`src/panel_ctrl_ext_pkg.sv`:
```
// Purpose: Shared constants and types for the extended panel control register bank
// Assumes: Registers reached by index through the sequencer data port
// Notes:   Reset values, masks and field positions
// Summary of operation
// - Frame-buffer writes gated by arbitration write bit in single/simul mode
// - Lock bit 6 clear allows vertical end writes
// - Lock bit 4 clear allows horizontal end writes
// - Enhanced expansion used in 400-line text only
// - Expansion code: x0 none, 01 three, 11 split
// - Extender mode turns video pins into palette inputs
// - Bit 5 copies sync onto line and frame pulses
// - Bit 4 kills pixel clock; blank/data in CRT-only
// - Bit 3 forces both sync outputs low
// - Dither mode from bits 6,2 plus external bits
// - Clock selection writable only with key 101
// - Video clock from dot select and misc bits; 0000 unless internal clock mode
// - Memory clock select field drives clock generator
// - N-value used only when video select is 0010
// - Override bit takes latches from force bits
// - Force bits map to five supplies, 1 is 3.3V
// - Refresh divisor register, bit 0 included, holds n minus one
// - Bit 0 clear passes slow clock through
// - Status detect enabled by bit 7, source 6:5
// - Bit 4 selects status detect polarity
// - Status bits 2:0 report three voltage mode latches
package panel_ctrl_ext_pkg;

  localparam logic [7:0] IDX_FB_RW_CTRL    = 8'h25;
  localparam logic [7:0] IDX_CRT_LOCK_TWO  = 8'h27;
  localparam logic [7:0] IDX_FUTURE_RSVD   = 8'h28;
  localparam logic [7:0] IDX_FEATURE_THREE = 8'h29;
  localparam logic [7:0] IDX_CLOCK_SEL     = 8'h31;
  localparam logic [7:0] IDX_N_VALUE       = 8'h32;
  localparam logic [7:0] IDX_VOLT_OVR      = 8'h33;
  localparam logic [7:0] IDX_REFRESH_DIV   = 8'h34;
  localparam logic [7:0] IDX_CLOCK_UNLOCK  = 8'h35;
  localparam logic [7:0] IDX_STATUS_DET    = 8'h36;

  // Writable bits; zero is reserved or read-only
  localparam logic [7:0] MASK_FB_RW_CTRL    = 8'hFF;
  localparam logic [7:0] MASK_CRT_LOCK_TWO  = 8'h53;
  localparam logic [7:0] MASK_FEATURE_THREE = 8'hFC;
  localparam logic [7:0] MASK_CLOCK_SEL     = 8'h1F;
  localparam logic [7:0] MASK_N_VALUE       = 8'hFF;
  localparam logic [7:0] MASK_VOLT_OVR      = 8'h3F;
  localparam logic [7:0] MASK_REFRESH_DIV   = 8'hFF;
  localparam logic [7:0] MASK_CLOCK_UNLOCK  = 8'h70;
  localparam logic [7:0] MASK_STATUS_DET    = 8'hF0;

  localparam logic [7:0] RESET_REG = 8'h00;

  localparam int BIT_FB_WRITE     = 0;
  localparam int BIT_FB_READ      = 1;
  localparam int BIT_LOCK_VERT    = 6;
  localparam int BIT_LOCK_HORIZ   = 4;
  localparam int BIT_AUX_EXT      = 7;
  localparam int BIT_DITHER_HI    = 6;
  localparam int BIT_SYNC_TO_PULSE = 5;
  localparam int BIT_PIXEL_OFF    = 4;
  localparam int BIT_SYNC_OFF     = 3;
  localparam int BIT_DITHER_LO    = 2;
  localparam int BIT_OVERRIDE     = 5;
  localparam int BIT_DETECT_EN    = 7;
  localparam int BIT_DETECT_POL   = 4;
  localparam int BIT_REFRESH_DIV_ON = 0;

  localparam logic [2:0] CLOCK_UNLOCK_KEY = 3'b101;
  localparam logic [3:0] N_VALUE_SELECT = 4'h2;
  localparam int REFRESH_CYCLE_PERIODS = 8;

  typedef enum logic [1:0] {
    EXP_NONE      = 2'b00,
    EXP_THREE_BELOW = 2'b01,
    EXP_SPLIT     = 2'b11
  } expansion_mode_t;

  typedef struct packed {
    logic       pixel_clock;
    logic       blank;
    logic [7:0] video_data;
  } video_pins_t;

  typedef struct packed {
    logic hsync;
    logic vsync;
    logic line_pulse;
    logic frame_pulse;
  } sync_pins_t;

endpackage

```
`src/panel_ctrl_ext_regs.sv`:
```
// Purpose: Extended indexed configuration registers and their output gating
// Assumes: All inputs synchronous to clk_sys_in
// Notes:   Reads return data one clock after rd_en_in; unmapped indexes read zero
`timescale 1ns/100ps
module panel_ctrl_ext_regs (
  input  wire logic                             clk_sys_in,
  input  wire logic                             resetn_in,
  // Sequencer data port
  input  wire logic [7:0]                       seq_index_in,
  input  wire logic [7:0]                       seq_wdata_in,
  input  wire logic                             seq_wr_en_in,
  input  wire logic                             seq_rd_en_in,
  output logic [7:0]                            seq_rdata_out,
  output logic                                  seq_index_hit_out,
  // Values from neighbouring registers
  input  wire logic                             single_simul_mode_in,
  input  wire logic                             text_400_line_in,
  input  wire logic [1:0]                       panel_control_reg_exp_in,
  input  wire logic [1:0]                       dither_control_reg_mode_in,
  input  wire logic                             dither_control_reg_refresh_in,
  input  wire logic                             arbitration_setup_reg_tft_in,
  input  wire logic [1:0]                       misc_output_clock_in,
  input  wire logic                             internal_pixel_clock_mode_in,
  input  wire logic                             crt_only_mode_in,
  // Controls to neighbouring logic
  output logic                                  fb_write_allow_out,
  output logic                                  fb_read_allow_out,
  output logic                                  vertical_display_end_wr_allow_out,
  output logic                                  horizontal_display_end_wr_allow_out,
  output panel_ctrl_ext_pkg::expansion_mode_t   text_expansion_out,
  output logic [1:0]                            panel_expansion_out,
  output logic [4:0]                            tft_dither_mode_out,
  output logic [3:0]                            video_clock_select_out,
  output logic [2:0]                            memory_clock_select_out,
  output logic [7:0]                            video_clock_n_value_out,
  output logic                                  video_clock_n_enable_out,
  // Voltage mode latches
  input  wire logic [4:0]                       voltage_detect_in,
  output logic [4:0]                            voltage_mode_out,
  // Refresh timing
  input  wire logic                             slow_clock_input_in,
  output logic                                  refresh_request_out,
  // Bus activity detect
  input  wire logic                             io_access_in,
  input  wire logic                             mem_access_in,
  output logic                                  status_detect_output_out,
  // Internal video sources
  input  wire panel_ctrl_ext_pkg::video_pins_t  video_int_in,
  input  wire panel_ctrl_ext_pkg::sync_pins_t   sync_int_in,
  // Video pins, enable low while driving
  input  wire panel_ctrl_ext_pkg::video_pins_t  video_data_pins_in,
  output panel_ctrl_ext_pkg::video_pins_t       video_data_pins_out,
  output logic                                  video_data_pins_oe_n_out,
  output panel_ctrl_ext_pkg::sync_pins_t        sync_pins_out,
  // Palette converter feed
  output panel_ctrl_ext_pkg::video_pins_t       palette_feed_out
);

  logic       rst_meta;
  logic       rst_sync_n;
  logic [7:0] fb_rw_ctrl;
  logic [7:0] crt_lock_control_two;
  logic [7:0] feature_three;
  logic [7:0] clock_selection;
  logic [7:0] video_clock_n_value;
  logic [7:0] voltage_override;
  logic [7:0] refresh_divider;
  logic [7:0] clock_unlock;
  logic [7:0] status_detect;
  logic [7:0] next_rdata;
  logic       slow_prev;
  logic       slow_rise;
  logic [10:0] refresh_count;
  logic [10:0] refresh_limit;
  logic [2:0]  refresh_width;
  logic        refresh_pulse;
  logic        detect_active;
  logic        aux_mode;

  // Reserved and read-only bits keep old value
  function automatic logic [7:0] merge_write(input logic [7:0] old_val,
                                             input logic [7:0] new_val,
                                             input logic [7:0] mask);
    merge_write = (old_val & ~mask) | (new_val & mask);
  endfunction

  function automatic logic write_hit(input logic [7:0] idx);
    write_hit = seq_wr_en_in && (seq_index_in == idx);
  endfunction

  // Reset release through two stages
  always_ff @(posedge clk_sys_in or negedge resetn_in) begin
    if (!resetn_in) begin
      rst_meta   <= 1'b0;
      rst_sync_n <= 1'b0;
    end else begin
      rst_meta   <= 1'b1;
      rst_sync_n <= rst_meta;
    end
  end

  always_ff @(posedge clk_sys_in or negedge rst_sync_n) begin
    if (!rst_sync_n) begin
      fb_rw_ctrl <= panel_ctrl_ext_pkg::RESET_REG;
    end else if (write_hit(panel_ctrl_ext_pkg::IDX_FB_RW_CTRL)) begin
      fb_rw_ctrl <= merge_write(fb_rw_ctrl, seq_wdata_in, panel_ctrl_ext_pkg::MASK_FB_RW_CTRL);
    end
  end

  always_ff @(posedge clk_sys_in or negedge rst_sync_n) begin
    if (!rst_sync_n) begin
      crt_lock_control_two <= panel_ctrl_ext_pkg::RESET_REG;
    end else if (write_hit(panel_ctrl_ext_pkg::IDX_CRT_LOCK_TWO)) begin
      crt_lock_control_two <= merge_write(crt_lock_control_two, seq_wdata_in,
                                          panel_ctrl_ext_pkg::MASK_CRT_LOCK_TWO);
    end
  end

  // Low bits stay zero whatever software writes
  always_ff @(posedge clk_sys_in or negedge rst_sync_n) begin
    if (!rst_sync_n) begin
      feature_three <= panel_ctrl_ext_pkg::RESET_REG;
    end else if (write_hit(panel_ctrl_ext_pkg::IDX_FEATURE_THREE)) begin
      feature_three <= merge_write(feature_three, seq_wdata_in,
                                   panel_ctrl_ext_pkg::MASK_FEATURE_THREE);
    end
  end

  always_ff @(posedge clk_sys_in or negedge rst_sync_n) begin
    if (!rst_sync_n) begin
      clock_selection <= panel_ctrl_ext_pkg::RESET_REG;
    end else if (write_hit(panel_ctrl_ext_pkg::IDX_CLOCK_SEL) &&
                 clock_unlock[6:4] == panel_ctrl_ext_pkg::CLOCK_UNLOCK_KEY) begin
      clock_selection <= merge_write(clock_selection, seq_wdata_in,
                                     panel_ctrl_ext_pkg::MASK_CLOCK_SEL);
    end
  end

  // Any value stored; range is software's duty
  always_ff @(posedge clk_sys_in or negedge rst_sync_n) begin
    if (!rst_sync_n) begin
      video_clock_n_value <= panel_ctrl_ext_pkg::RESET_REG;
    end else if (write_hit(panel_ctrl_ext_pkg::IDX_N_VALUE)) begin
      video_clock_n_value <= merge_write(video_clock_n_value, seq_wdata_in,
                                         panel_ctrl_ext_pkg::MASK_N_VALUE);
    end
  end

  always_ff @(posedge clk_sys_in or negedge rst_sync_n) begin
    if (!rst_sync_n) begin
      voltage_override <= panel_ctrl_ext_pkg::RESET_REG;
    end else if (write_hit(panel_ctrl_ext_pkg::IDX_VOLT_OVR)) begin
      voltage_override <= merge_write(voltage_override, seq_wdata_in,
                                      panel_ctrl_ext_pkg::MASK_VOLT_OVR);
    end
  end

  always_ff @(posedge clk_sys_in or negedge rst_sync_n) begin
    if (!rst_sync_n) begin
      refresh_divider <= panel_ctrl_ext_pkg::RESET_REG;
    end else if (write_hit(panel_ctrl_ext_pkg::IDX_REFRESH_DIV)) begin
      refresh_divider <= merge_write(refresh_divider, seq_wdata_in,
                                     panel_ctrl_ext_pkg::MASK_REFRESH_DIV);
    end
  end

  always_ff @(posedge clk_sys_in or negedge rst_sync_n) begin
    if (!rst_sync_n) begin
      clock_unlock <= panel_ctrl_ext_pkg::RESET_REG;
    end else if (write_hit(panel_ctrl_ext_pkg::IDX_CLOCK_UNLOCK)) begin
      clock_unlock <= merge_write(clock_unlock, seq_wdata_in,
                                  panel_ctrl_ext_pkg::MASK_CLOCK_UNLOCK);
    end
  end

  // Bits 2:0 read live from the latches
  always_ff @(posedge clk_sys_in or negedge rst_sync_n) begin
    if (!rst_sync_n) begin
      status_detect <= panel_ctrl_ext_pkg::RESET_REG;
    end else if (write_hit(panel_ctrl_ext_pkg::IDX_STATUS_DET)) begin
      status_detect <= merge_write(status_detect, seq_wdata_in,
                                   panel_ctrl_ext_pkg::MASK_STATUS_DET);
    end
  end

  // Read path
  always_comb begin
    seq_index_hit_out = 1'b1;
    unique case (seq_index_in)
      panel_ctrl_ext_pkg::IDX_FB_RW_CTRL:    next_rdata = fb_rw_ctrl;
      panel_ctrl_ext_pkg::IDX_CRT_LOCK_TWO:  next_rdata = crt_lock_control_two;
      panel_ctrl_ext_pkg::IDX_FUTURE_RSVD:   next_rdata = 8'h00;
      panel_ctrl_ext_pkg::IDX_FEATURE_THREE: next_rdata = feature_three;
      panel_ctrl_ext_pkg::IDX_CLOCK_SEL:     next_rdata = clock_selection;
      panel_ctrl_ext_pkg::IDX_N_VALUE:       next_rdata = video_clock_n_value;
      panel_ctrl_ext_pkg::IDX_VOLT_OVR:      next_rdata = voltage_override;
      panel_ctrl_ext_pkg::IDX_REFRESH_DIV:   next_rdata = refresh_divider;
      panel_ctrl_ext_pkg::IDX_CLOCK_UNLOCK:  next_rdata = clock_unlock;
      panel_ctrl_ext_pkg::IDX_STATUS_DET: begin
        // Analog, panel, pixel supply latches on bits 2:0
        next_rdata = {status_detect[7:4], 1'b0,
                      voltage_mode_out[0], voltage_mode_out[2], voltage_mode_out[4]};
      end
      default: begin
        next_rdata        = 8'h00;
        seq_index_hit_out = 1'b0;
      end
    endcase
  end

  always_ff @(posedge clk_sys_in or negedge rst_sync_n) begin
    if (!rst_sync_n) begin
      seq_rdata_out <= 8'h00;
    end else if (seq_rd_en_in) begin
      seq_rdata_out <= next_rdata;
    end
  end

  // Frame-buffer arbitration and CRT timing unlocks
  always_comb begin
    fb_write_allow_out = !single_simul_mode_in ||
                         fb_rw_ctrl[panel_ctrl_ext_pkg::BIT_FB_WRITE];
    fb_read_allow_out  = !single_simul_mode_in ||
                         fb_rw_ctrl[panel_ctrl_ext_pkg::BIT_FB_READ];
    vertical_display_end_wr_allow_out =
      !crt_lock_control_two[panel_ctrl_ext_pkg::BIT_LOCK_VERT];
    horizontal_display_end_wr_allow_out =
      !crt_lock_control_two[panel_ctrl_ext_pkg::BIT_LOCK_HORIZ];
  end

  // Text expansion, dither mode and clock selects
  always_comb begin
    panel_expansion_out = panel_control_reg_exp_in;
    if (!text_400_line_in || !crt_lock_control_two[0]) begin
      text_expansion_out = panel_ctrl_ext_pkg::EXP_NONE;
    end else if (crt_lock_control_two[1]) begin
      text_expansion_out = panel_ctrl_ext_pkg::EXP_SPLIT;
    end else begin
      text_expansion_out = panel_ctrl_ext_pkg::EXP_THREE_BELOW;
    end
    tft_dither_mode_out = {feature_three[panel_ctrl_ext_pkg::BIT_DITHER_HI],
                           feature_three[panel_ctrl_ext_pkg::BIT_DITHER_LO],
                           dither_control_reg_mode_in,
                           arbitration_setup_reg_tft_in};
    video_clock_select_out   = internal_pixel_clock_mode_in ?
                               {clock_selection[4:3], misc_output_clock_in} : 4'h0;
    memory_clock_select_out  = clock_selection[2:0];
    video_clock_n_value_out  = video_clock_n_value;
    video_clock_n_enable_out = (video_clock_select_out ==
                                panel_ctrl_ext_pkg::N_VALUE_SELECT);
  end

  // Voltage latches, bit 4 pixel supply to bit 0 analog
  always_ff @(posedge clk_sys_in or negedge rst_sync_n) begin
    if (!rst_sync_n) begin
      voltage_mode_out <= 5'h00;
    end else if (voltage_override[panel_ctrl_ext_pkg::BIT_OVERRIDE]) begin
      voltage_mode_out <= voltage_override[4:0];
    end else begin
      voltage_mode_out <= voltage_detect_in;
    end
  end

  // Refresh counts slow input rising edges
  always_ff @(posedge clk_sys_in or negedge rst_sync_n) begin
    if (!rst_sync_n) begin
      slow_prev <= 1'b0;
    end else begin
      slow_prev <= slow_clock_input_in;
    end
  end

  assign slow_rise     = slow_clock_input_in && !slow_prev;
  // Divisor 8*(n+1)
  assign refresh_limit = {refresh_divider, 3'b000} + 11'h007;

  always_ff @(posedge clk_sys_in or negedge rst_sync_n) begin
    if (!rst_sync_n) begin
      refresh_count <= 11'h000;
      refresh_width <= 3'h0;
      refresh_pulse <= 1'b0;
    end else if (slow_rise) begin
      if (refresh_count >= refresh_limit) begin
        refresh_count <= 11'h000;
      end else begin
        refresh_count <= refresh_count + 11'h001;
      end
      // Pulse spans eight slow periods
      if (refresh_count == 11'h000) begin
        refresh_pulse <= 1'b1;
        refresh_width <= 3'h0;
      end else if (refresh_width ==
                   3'(panel_ctrl_ext_pkg::REFRESH_CYCLE_PERIODS - 1)) begin
        refresh_pulse <= 1'b0;
      end else begin
        refresh_width <= refresh_width + 3'h1;
      end
    end
  end

  // Otherwise slow input passes through
  always_ff @(posedge clk_sys_in or negedge rst_sync_n) begin
    if (!rst_sync_n) begin
      refresh_request_out <= 1'b0;
    end else if (dither_control_reg_refresh_in &&
                 refresh_divider[panel_ctrl_ext_pkg::BIT_REFRESH_DIV_ON]) begin
      refresh_request_out <= refresh_pulse;
    end else begin
      refresh_request_out <= slow_clock_input_in;
    end
  end

  // Bus activity detect; source code 00 never asserts
  assign detect_active = status_detect[panel_ctrl_ext_pkg::BIT_DETECT_EN] &&
                         ((status_detect[5] && io_access_in) ||
                          (status_detect[6] && mem_access_in));

  always_ff @(posedge clk_sys_in or negedge rst_sync_n) begin
    if (!rst_sync_n) begin
      status_detect_output_out <= 1'b0;
    end else begin
      status_detect_output_out <= detect_active ^
                                  status_detect[panel_ctrl_ext_pkg::BIT_DETECT_POL];
    end
  end

  // Video pin gating
  assign aux_mode = feature_three[panel_ctrl_ext_pkg::BIT_AUX_EXT];

  always_ff @(posedge clk_sys_in or negedge rst_sync_n) begin
    if (!rst_sync_n) begin
      video_data_pins_oe_n_out <= 1'b1;
      palette_feed_out         <= '0;
    end else begin
      video_data_pins_oe_n_out <= aux_mode;
      palette_feed_out         <= aux_mode ? video_data_pins_in : video_int_in;
    end
  end

  // Combinational so pixel clock is not delayed
  always_comb begin
    video_data_pins_out.pixel_clock = video_int_in.pixel_clock &&
                                      !feature_three[panel_ctrl_ext_pkg::BIT_PIXEL_OFF];
  end

  always_ff @(posedge clk_sys_in or negedge rst_sync_n) begin
    if (!rst_sync_n) begin
      video_data_pins_out.blank      <= 1'b0;
      video_data_pins_out.video_data <= 8'h00;
    end else if (feature_three[panel_ctrl_ext_pkg::BIT_PIXEL_OFF] && crt_only_mode_in) begin
      video_data_pins_out.blank      <= 1'b0;
      video_data_pins_out.video_data <= 8'h00;
    end else begin
      video_data_pins_out.blank      <= video_int_in.blank;
      video_data_pins_out.video_data <= video_int_in.video_data;
    end
  end

  always_ff @(posedge clk_sys_in or negedge rst_sync_n) begin
    if (!rst_sync_n) begin
      sync_pins_out <= '0;
    end else begin
      if (feature_three[panel_ctrl_ext_pkg::BIT_SYNC_OFF]) begin
        sync_pins_out.hsync <= 1'b0;
        sync_pins_out.vsync <= 1'b0;
      end else begin
        sync_pins_out.hsync <= sync_int_in.hsync;
        sync_pins_out.vsync <= sync_int_in.vsync;
      end
      if (feature_three[panel_ctrl_ext_pkg::BIT_SYNC_TO_PULSE]) begin
        sync_pins_out.line_pulse  <= sync_int_in.hsync;
        sync_pins_out.frame_pulse <= sync_int_in.vsync;
      end else begin
        sync_pins_out.line_pulse  <= sync_int_in.line_pulse;
        sync_pins_out.frame_pulse <= sync_int_in.frame_pulse;
      end
    end
  end

endmodule // panel_ctrl_ext_regs

```
`config.mk`:
```
export PLATFORM = sky130hd
export DESIGN_NAME = panel_ctrl_ext_regs
export DESIGN_NICKNAME = d
export VERILOG_FILES = /design/src/panel_ctrl_ext_pkg.sv /design/src/panel_ctrl_ext_regs.sv
export SDC_FILE = /design/constraint.sdc
export NUM_CORES = 1
export LEC_CHECK = 0
export BUFFER_PORTS_ARGS = -buffer_cell sky130_fd_sc_hd__buf_2
export CAP_MARGIN = 20
export CORE_MARGIN = 2
export CORE_UTILIZATION = 34
export CTS_BUF_LIST = sky130_fd_sc_hd__clkbuf_4
export DETAILED_ROUTE_END_ITERATION = 7
export GPL_TIMING_DRIVEN = 1
export SLEW_MARGIN = 25
export SYNTH_ARGS = -nofsm -noshare
export SYNTH_HDL_FRONTEND = slang
export SYNTH_SLANG_ARGS = --single-unit
```
`constraint.sdc`:
```
create_clock -name clk_sys_in -period 6.75 [get_ports clk_sys_in]
set_input_delay 0.675 -clock clk_sys_in [delete_from_list [all_inputs] [get_ports clk_sys_in]]
set_output_delay 0.675 -clock clk_sys_in [all_outputs]
set_load 0.03 [all_outputs]
```
; After elaboration in Yosys (flattened, before gate mapping)
; Cells that the tools add are included.
[totals]
register_bits = 129
latchBits = 0
output_inout_bits = 70
romBits = 0
ramBits = 0
mem_count = 0
inputBits = 64
wordCells = 103
[classes]
n_eq_ne = 14
addsub = 3
n_div = 0
bitwise_logic = 7
n_lt_le_gt_ge = 1
multipliers = 0
n_reduce_logical = 33
mux = 16
shift = 0
[ops]
columns = operator, n
row1 = equality test 8 x 6 -> 1 bit (second input constant), 10
row2 = case mux 8 bit (9 select lines), 1
row3 = logical AND 1 bit, 17
row4 = OR 8 x 7 -> 8 bit, 2
row5 = adder 11 x 1 -> 11 bit (second input constant), 1
row6 = adder 11 x 3 -> 11 bit (second input constant), 1
row7 = greater-or-equal comparator 11 bit, 1
row8 = zero test 11 bit, 1
row9 = two-way mux 11 bit, 1
row10 = two-way mux 10 bit, 1
row11 = OR reduction 10 bit, 1
row12 = two-way mux 9 bit, 1
row13 = two-way mux 2 bit, 4
row14 = OR 2 x 8 -> 8 bit, 1
row15 = OR 4 x 8 -> 8 bit, 1
row16 = OR 8 x 5 -> 8 bit, 1
row17 = OR 8 x 6 -> 8 bit, 1
row18 = zero test 1 bit, 7
row19 = equality test 3 bit (second input constant), 2
row20 = two-way mux 3 bit, 2
row21 = two-way mux 5 bit, 1
row22 = equality test 4 x 2 -> 1 bit (second input constant), 1
row23 = logical OR 1 bit, 4
row24 = two-way mux 1 bit, 4
row25 = 6 further kinds, 7

; Depth between registers and ports, before layout
[logic_depth]
ltp_word = 4
mapped_depth = 7
mapped_depth_nobuf = 7

; Worst setup path after synthesis
; OpenSTA, ideal clock, no wires.
[synth_timing]
path_kind = input -> output
from = input port misc_output_clock_in[1]
to = output port video_clock_n_enable_out
slack_ps = 4029
cell_stages = 2
n_path_buf = 0
t_arrival_ps = 2046
cell_sequence = and2_1 nor4b_1
[synth_between]
elab_chain_cells = 2
[synth_rtl]
columns = element, line_no
row1 = start: declaration, panel_ctrl_ext_regs.sv:22  ; input wire logic [1:0] misc_output_clock_in,
row2 = two-way mux 4 bit, panel_ctrl_ext_regs.sv:245  ; video_clock_select_out = internal_pixel_clock_mode_in ?
row3 = equality test 4 x 2 -> 1 bit, panel_ctrl_ext_regs.sv:249  ; video_clock_n_enable_out = (video_clock_select_out ==
row4 = end: declaration, panel_ctrl_ext_regs.sv:36  ; output logic video_clock_n_enable_out,
; No other way between the ends.

; Worst setup path after layout
[layout_timing]
from = input port seq_index_in[1]
to = output port seq_index_hit_out
[layout_between]
elab_chain_cells = 3
word_cells_on_any_way = 12
[layout_rtl]
columns = element, line_no
row1 = start: declaration, panel_ctrl_ext_regs.sv:9  ; input wire logic [7:0] seq_index_in,
row2 = equality test 8 x 6 -> 1 bit, panel_ctrl_ext_regs.sv:189  ; unique case (seq_index_in)
row3 = OR reduction 10 bit (no line) (*), -
row4 = two-way mux 1 bit (*), panel_ctrl_ext_regs.sv:189
row5 = end: declaration, panel_ctrl_ext_regs.sv:14  ; output logic seq_index_hit_out,
; Mark *: on every way between the ends. The rest lies on a longest branch, timed or not.

==> reports/metrics.yaml <==
worstPathArrival_ps: 1980
core_mm2: 0.0152
cts_tree: "built"
layout_commonest_cell: "buf_2"
place_area_mm2: 0.00599
clock.fmax_mhz: 377
grt.total_usage_pct: 16.4
drc_errors: 0
drv_slew: 0
hpwlAfterDp_um: 9860
numCtsBuffers: 9
final_nets: 624
synth_edf_count: 0
fp-row-count: 45
finalCritPeriodShare_pct: 39.3
cts.sink_count: 109
gp_congestion: 0.861
synthAdderAreaFrac_pct: 2.83
r2r_cells: 6
power_density_mw_per_mm2: 207
place_ws_ps: 3830
grt_overflow: 0
synth_top_family_by_area: "multiplexers"
met1_usage_pct: 21.2
final_cell_count_no_fill: 741
netlist_instances: 437
finalSetupTns_ps: 0
design_area_mm2: 0.00614
route.detailed.wl_per_inst_um: 17.7
antenna_cells: 0
final_cell_mix: "buf_2, dfrtp_1, mux2_2"
grt_pass1_vias: 3857
cts_root_buffer: "clkbuf_4"
synth_seq_cells: 109
clock_latency_ps: 500
p_leak_uw: 0.00298
setup_slack_ps: 4100
placed_cells: 724
start_util_pct: 34.8
tightestPinTransition_ps: 854
antenna_found_initial: 0
drv_cap: 0
synth_simple_gate_area_share_pct: 14.5
hold_path.class: "reg2async"
ys_seq_area_share_pct: 51.5
htreeDepth: 3
ioPinCount: 134
status: "completed"
synth_compound_area_share_pct: 8.12
die_h_um: 129
reg2reg_to: "refresh_count[0]$_DFFE_PN0P_"
areaGrowthSynthToFinish_pct: 15.9
synthMuxAreaShare_pct: 17.4
finClkSkew_ps: 19.1
drtIter0Drc: 277
ir_worst_vdd_mv: 0.117
grt.met3_usage_pct: 4.41
synth_warnings: 0
ys.flop_type: "dfrtp_1"
startpoint_type: "input port"
crit_fanout: 26
rrSetupSlack_ps: 4660
final-setup-viol-count: 0
final-hold-violation-count: 0
die_area_mm2: 0.0166
worstSetupEndpointType: "output pin"
ys_types: 60
crit_required_ps: 6070
synthesis.area_mm2: 0.00530
r2r_start: "refresh_count[4]$_DFFE_PN0P_"
drtAntennaViolNets: 0
dr.pass1.iters: 4
grt_pass1_wl_um: 20900
finalWirelength_um: 13100
io_buffers: 123
async_flop_share_pct: 100
nFillCells: 1468
synthXorXnorAreaFrac_pct: 1.49
min_period_ps: 2650
rsz0062_at_grt: "false"
synth.net_count: 513
gr-usage-met2_pct: 27.0
avgSynthCellArea_um2: 12.1
busiest_layer: "met2"
drive_gt1_share_pct: 42.0
num_vias: 3792
max-clock-path-buffers: 2
cts-resized-gates: 0
vias_per_cell: 5.12
slew_headroom_pct: 42.9
critPathKind: "in2out"
grt_max_degree: 81
clkTransAtPathRegs_ps: 180
dieWidth_um: 129
fin_hold_ws_ps: 248
power by group:
| group | switching (uW) | total, uW | leakage (uW) | internal (uW) |
|---|---|---|---|---|
| clock network | 240 | 326 | 0.0000714 | 85.7 |
| logic | 124 | 211 | 0.00149 | 86.6 |
| registers | 39.8 | 735 | 0.00141 | 695 |
state kept, by name, summed over array words and instances, names as in the netlist, 3 cells and up:
register / cells
status_detect: 4
sync_pins_out: 4
feature_three: 6
fb_rw_ctrl: 8
clock_selection: 5
video_data_pins_out: 9
voltage_override: 6
clock_unlock: 3
seq_rdata_out: 8
refresh_divider: 8
crt_lock_control_two: 4
palette_feed_out: 10
video_clock_n_value_out: 8
voltage_mode_out: 5
refresh_width: 3
refresh_count: 11
per-layer routing:
metal / share of wire (%) / up-vias / routed length [um]
li1: - / 1777 / -
met1: 44 / 1857 / 5750
met2: 49 / 142 / 6370
met3: 6.0 / 16 / 788
met4: 1.5 / 0 / 199
met5: 0 / - / 0
worst max path at each step:
| stage | startpoint | endpoint | slack (ps) | cells past startpoint |
|---|---|---|---|---|
| floorplan | rst_sync_n$_DFF_PN0_ | clock_selection[0]$_DFFE_PN0P_ | 3490 | 0 |
| global placement | seq_index_in[0] | feature_three[2]$_DFFE_PN0P_ | 3870 | 5 |
| detailed placement | seq_index_in[0] | feature_three[4]$_DFFE_PN0P_ | 3830 | 5 |
| CTS | seq_index_in[1] | seq_index_hit_out | 4100 | 7 |
| global route | seq_index_in[1] | seq_index_hit_out | 3940 | 7 |
| finish | seq_index_in[1] | seq_index_hit_out | 4100 | 7 |
worst max-delay path, cell delays in order:
cell,delay [ps]
buf_2,460
nor2_1,80
a211oi_1,230
o21ai_0,140
nand2_1,90
o31ai_1,80
buf_2,210
synth_stat cells, types with 3 or more instances:
library cell    n  area (um2)
nor2_1         22        82.6
nand4_1         3        18.8
nand2b_1        3        18.8
inv_1          13        48.8
nor2b_1         8        50.1
buf_2           6        30.0
and2_1         17         106
and3_1          7        43.8
nor4_1          3        18.8
nand3_1         9        45.0
nor3b_1         3        22.5
ha_1           12         150
xor2_1          5        43.8
o2bb2ai_1       4        35.0
a22oi_1         3        22.5
a22o_1          9        78.8
mux2i_1         6        60.1
xnor2_1         4        35.0
mux2_2         71         800
dfrtp_1       108        2700
a32oi_1         6        52.6
nor3_1          3        15.0
clkbuf_1        4        15.0
buf_4          13        97.6
mux2_4          4        60.1
nand4b_1        3        26.3
o21ai_0        11        55.1
nand2_1        32         120
a21oi_1         5        25.0
cell type report:
| class | instances | area, um2 | area share [%] |
|---|---|---|---|
| sequential | 109 | 2730 | 44.5 |
| multi-input combinational | 290 | 2350 | 38.3 |
| timing repair buffer | 125 | 637 | 10.4 |
| tap | 188 | 235 | 3.83 |
| clock buffer | 9 | 67.6 | 1.10 |
| clock inverter | 7 | 65.1 | 1.06 |
| inverter | 13 | 48.8 | 0.795 |
cell families (layout without fill, tap and decap cells):
logic type,after synthesis,in the layout
AND/OR/NAND/NOR,130,130
flip-flops,109,109
multiplexers,81,81
AO/OA/AOI/OAI,57,57
buffers and inverters,38,154
adder cells (fa/ha/maj),12,12
XOR/XNOR,9,9
other,1,1
repair_timing:
| item | 4_1_cts | 5_1_grt |
|---|---|---|
| hold buffers | 1 | 0 |
| setup buffers | 0 | 0 |
| hold endpoints to repair | 2 | 0 |
stage by stage:
step	utilization (%)	total power [uW]
after floorplan	-	887
after global placement	39.4	948
after detailed placement	39.4	960
after CTS	40.4	1290
after global routing	40.4	1340
final	40.4	1270
(Power assumes the default switching activity.)
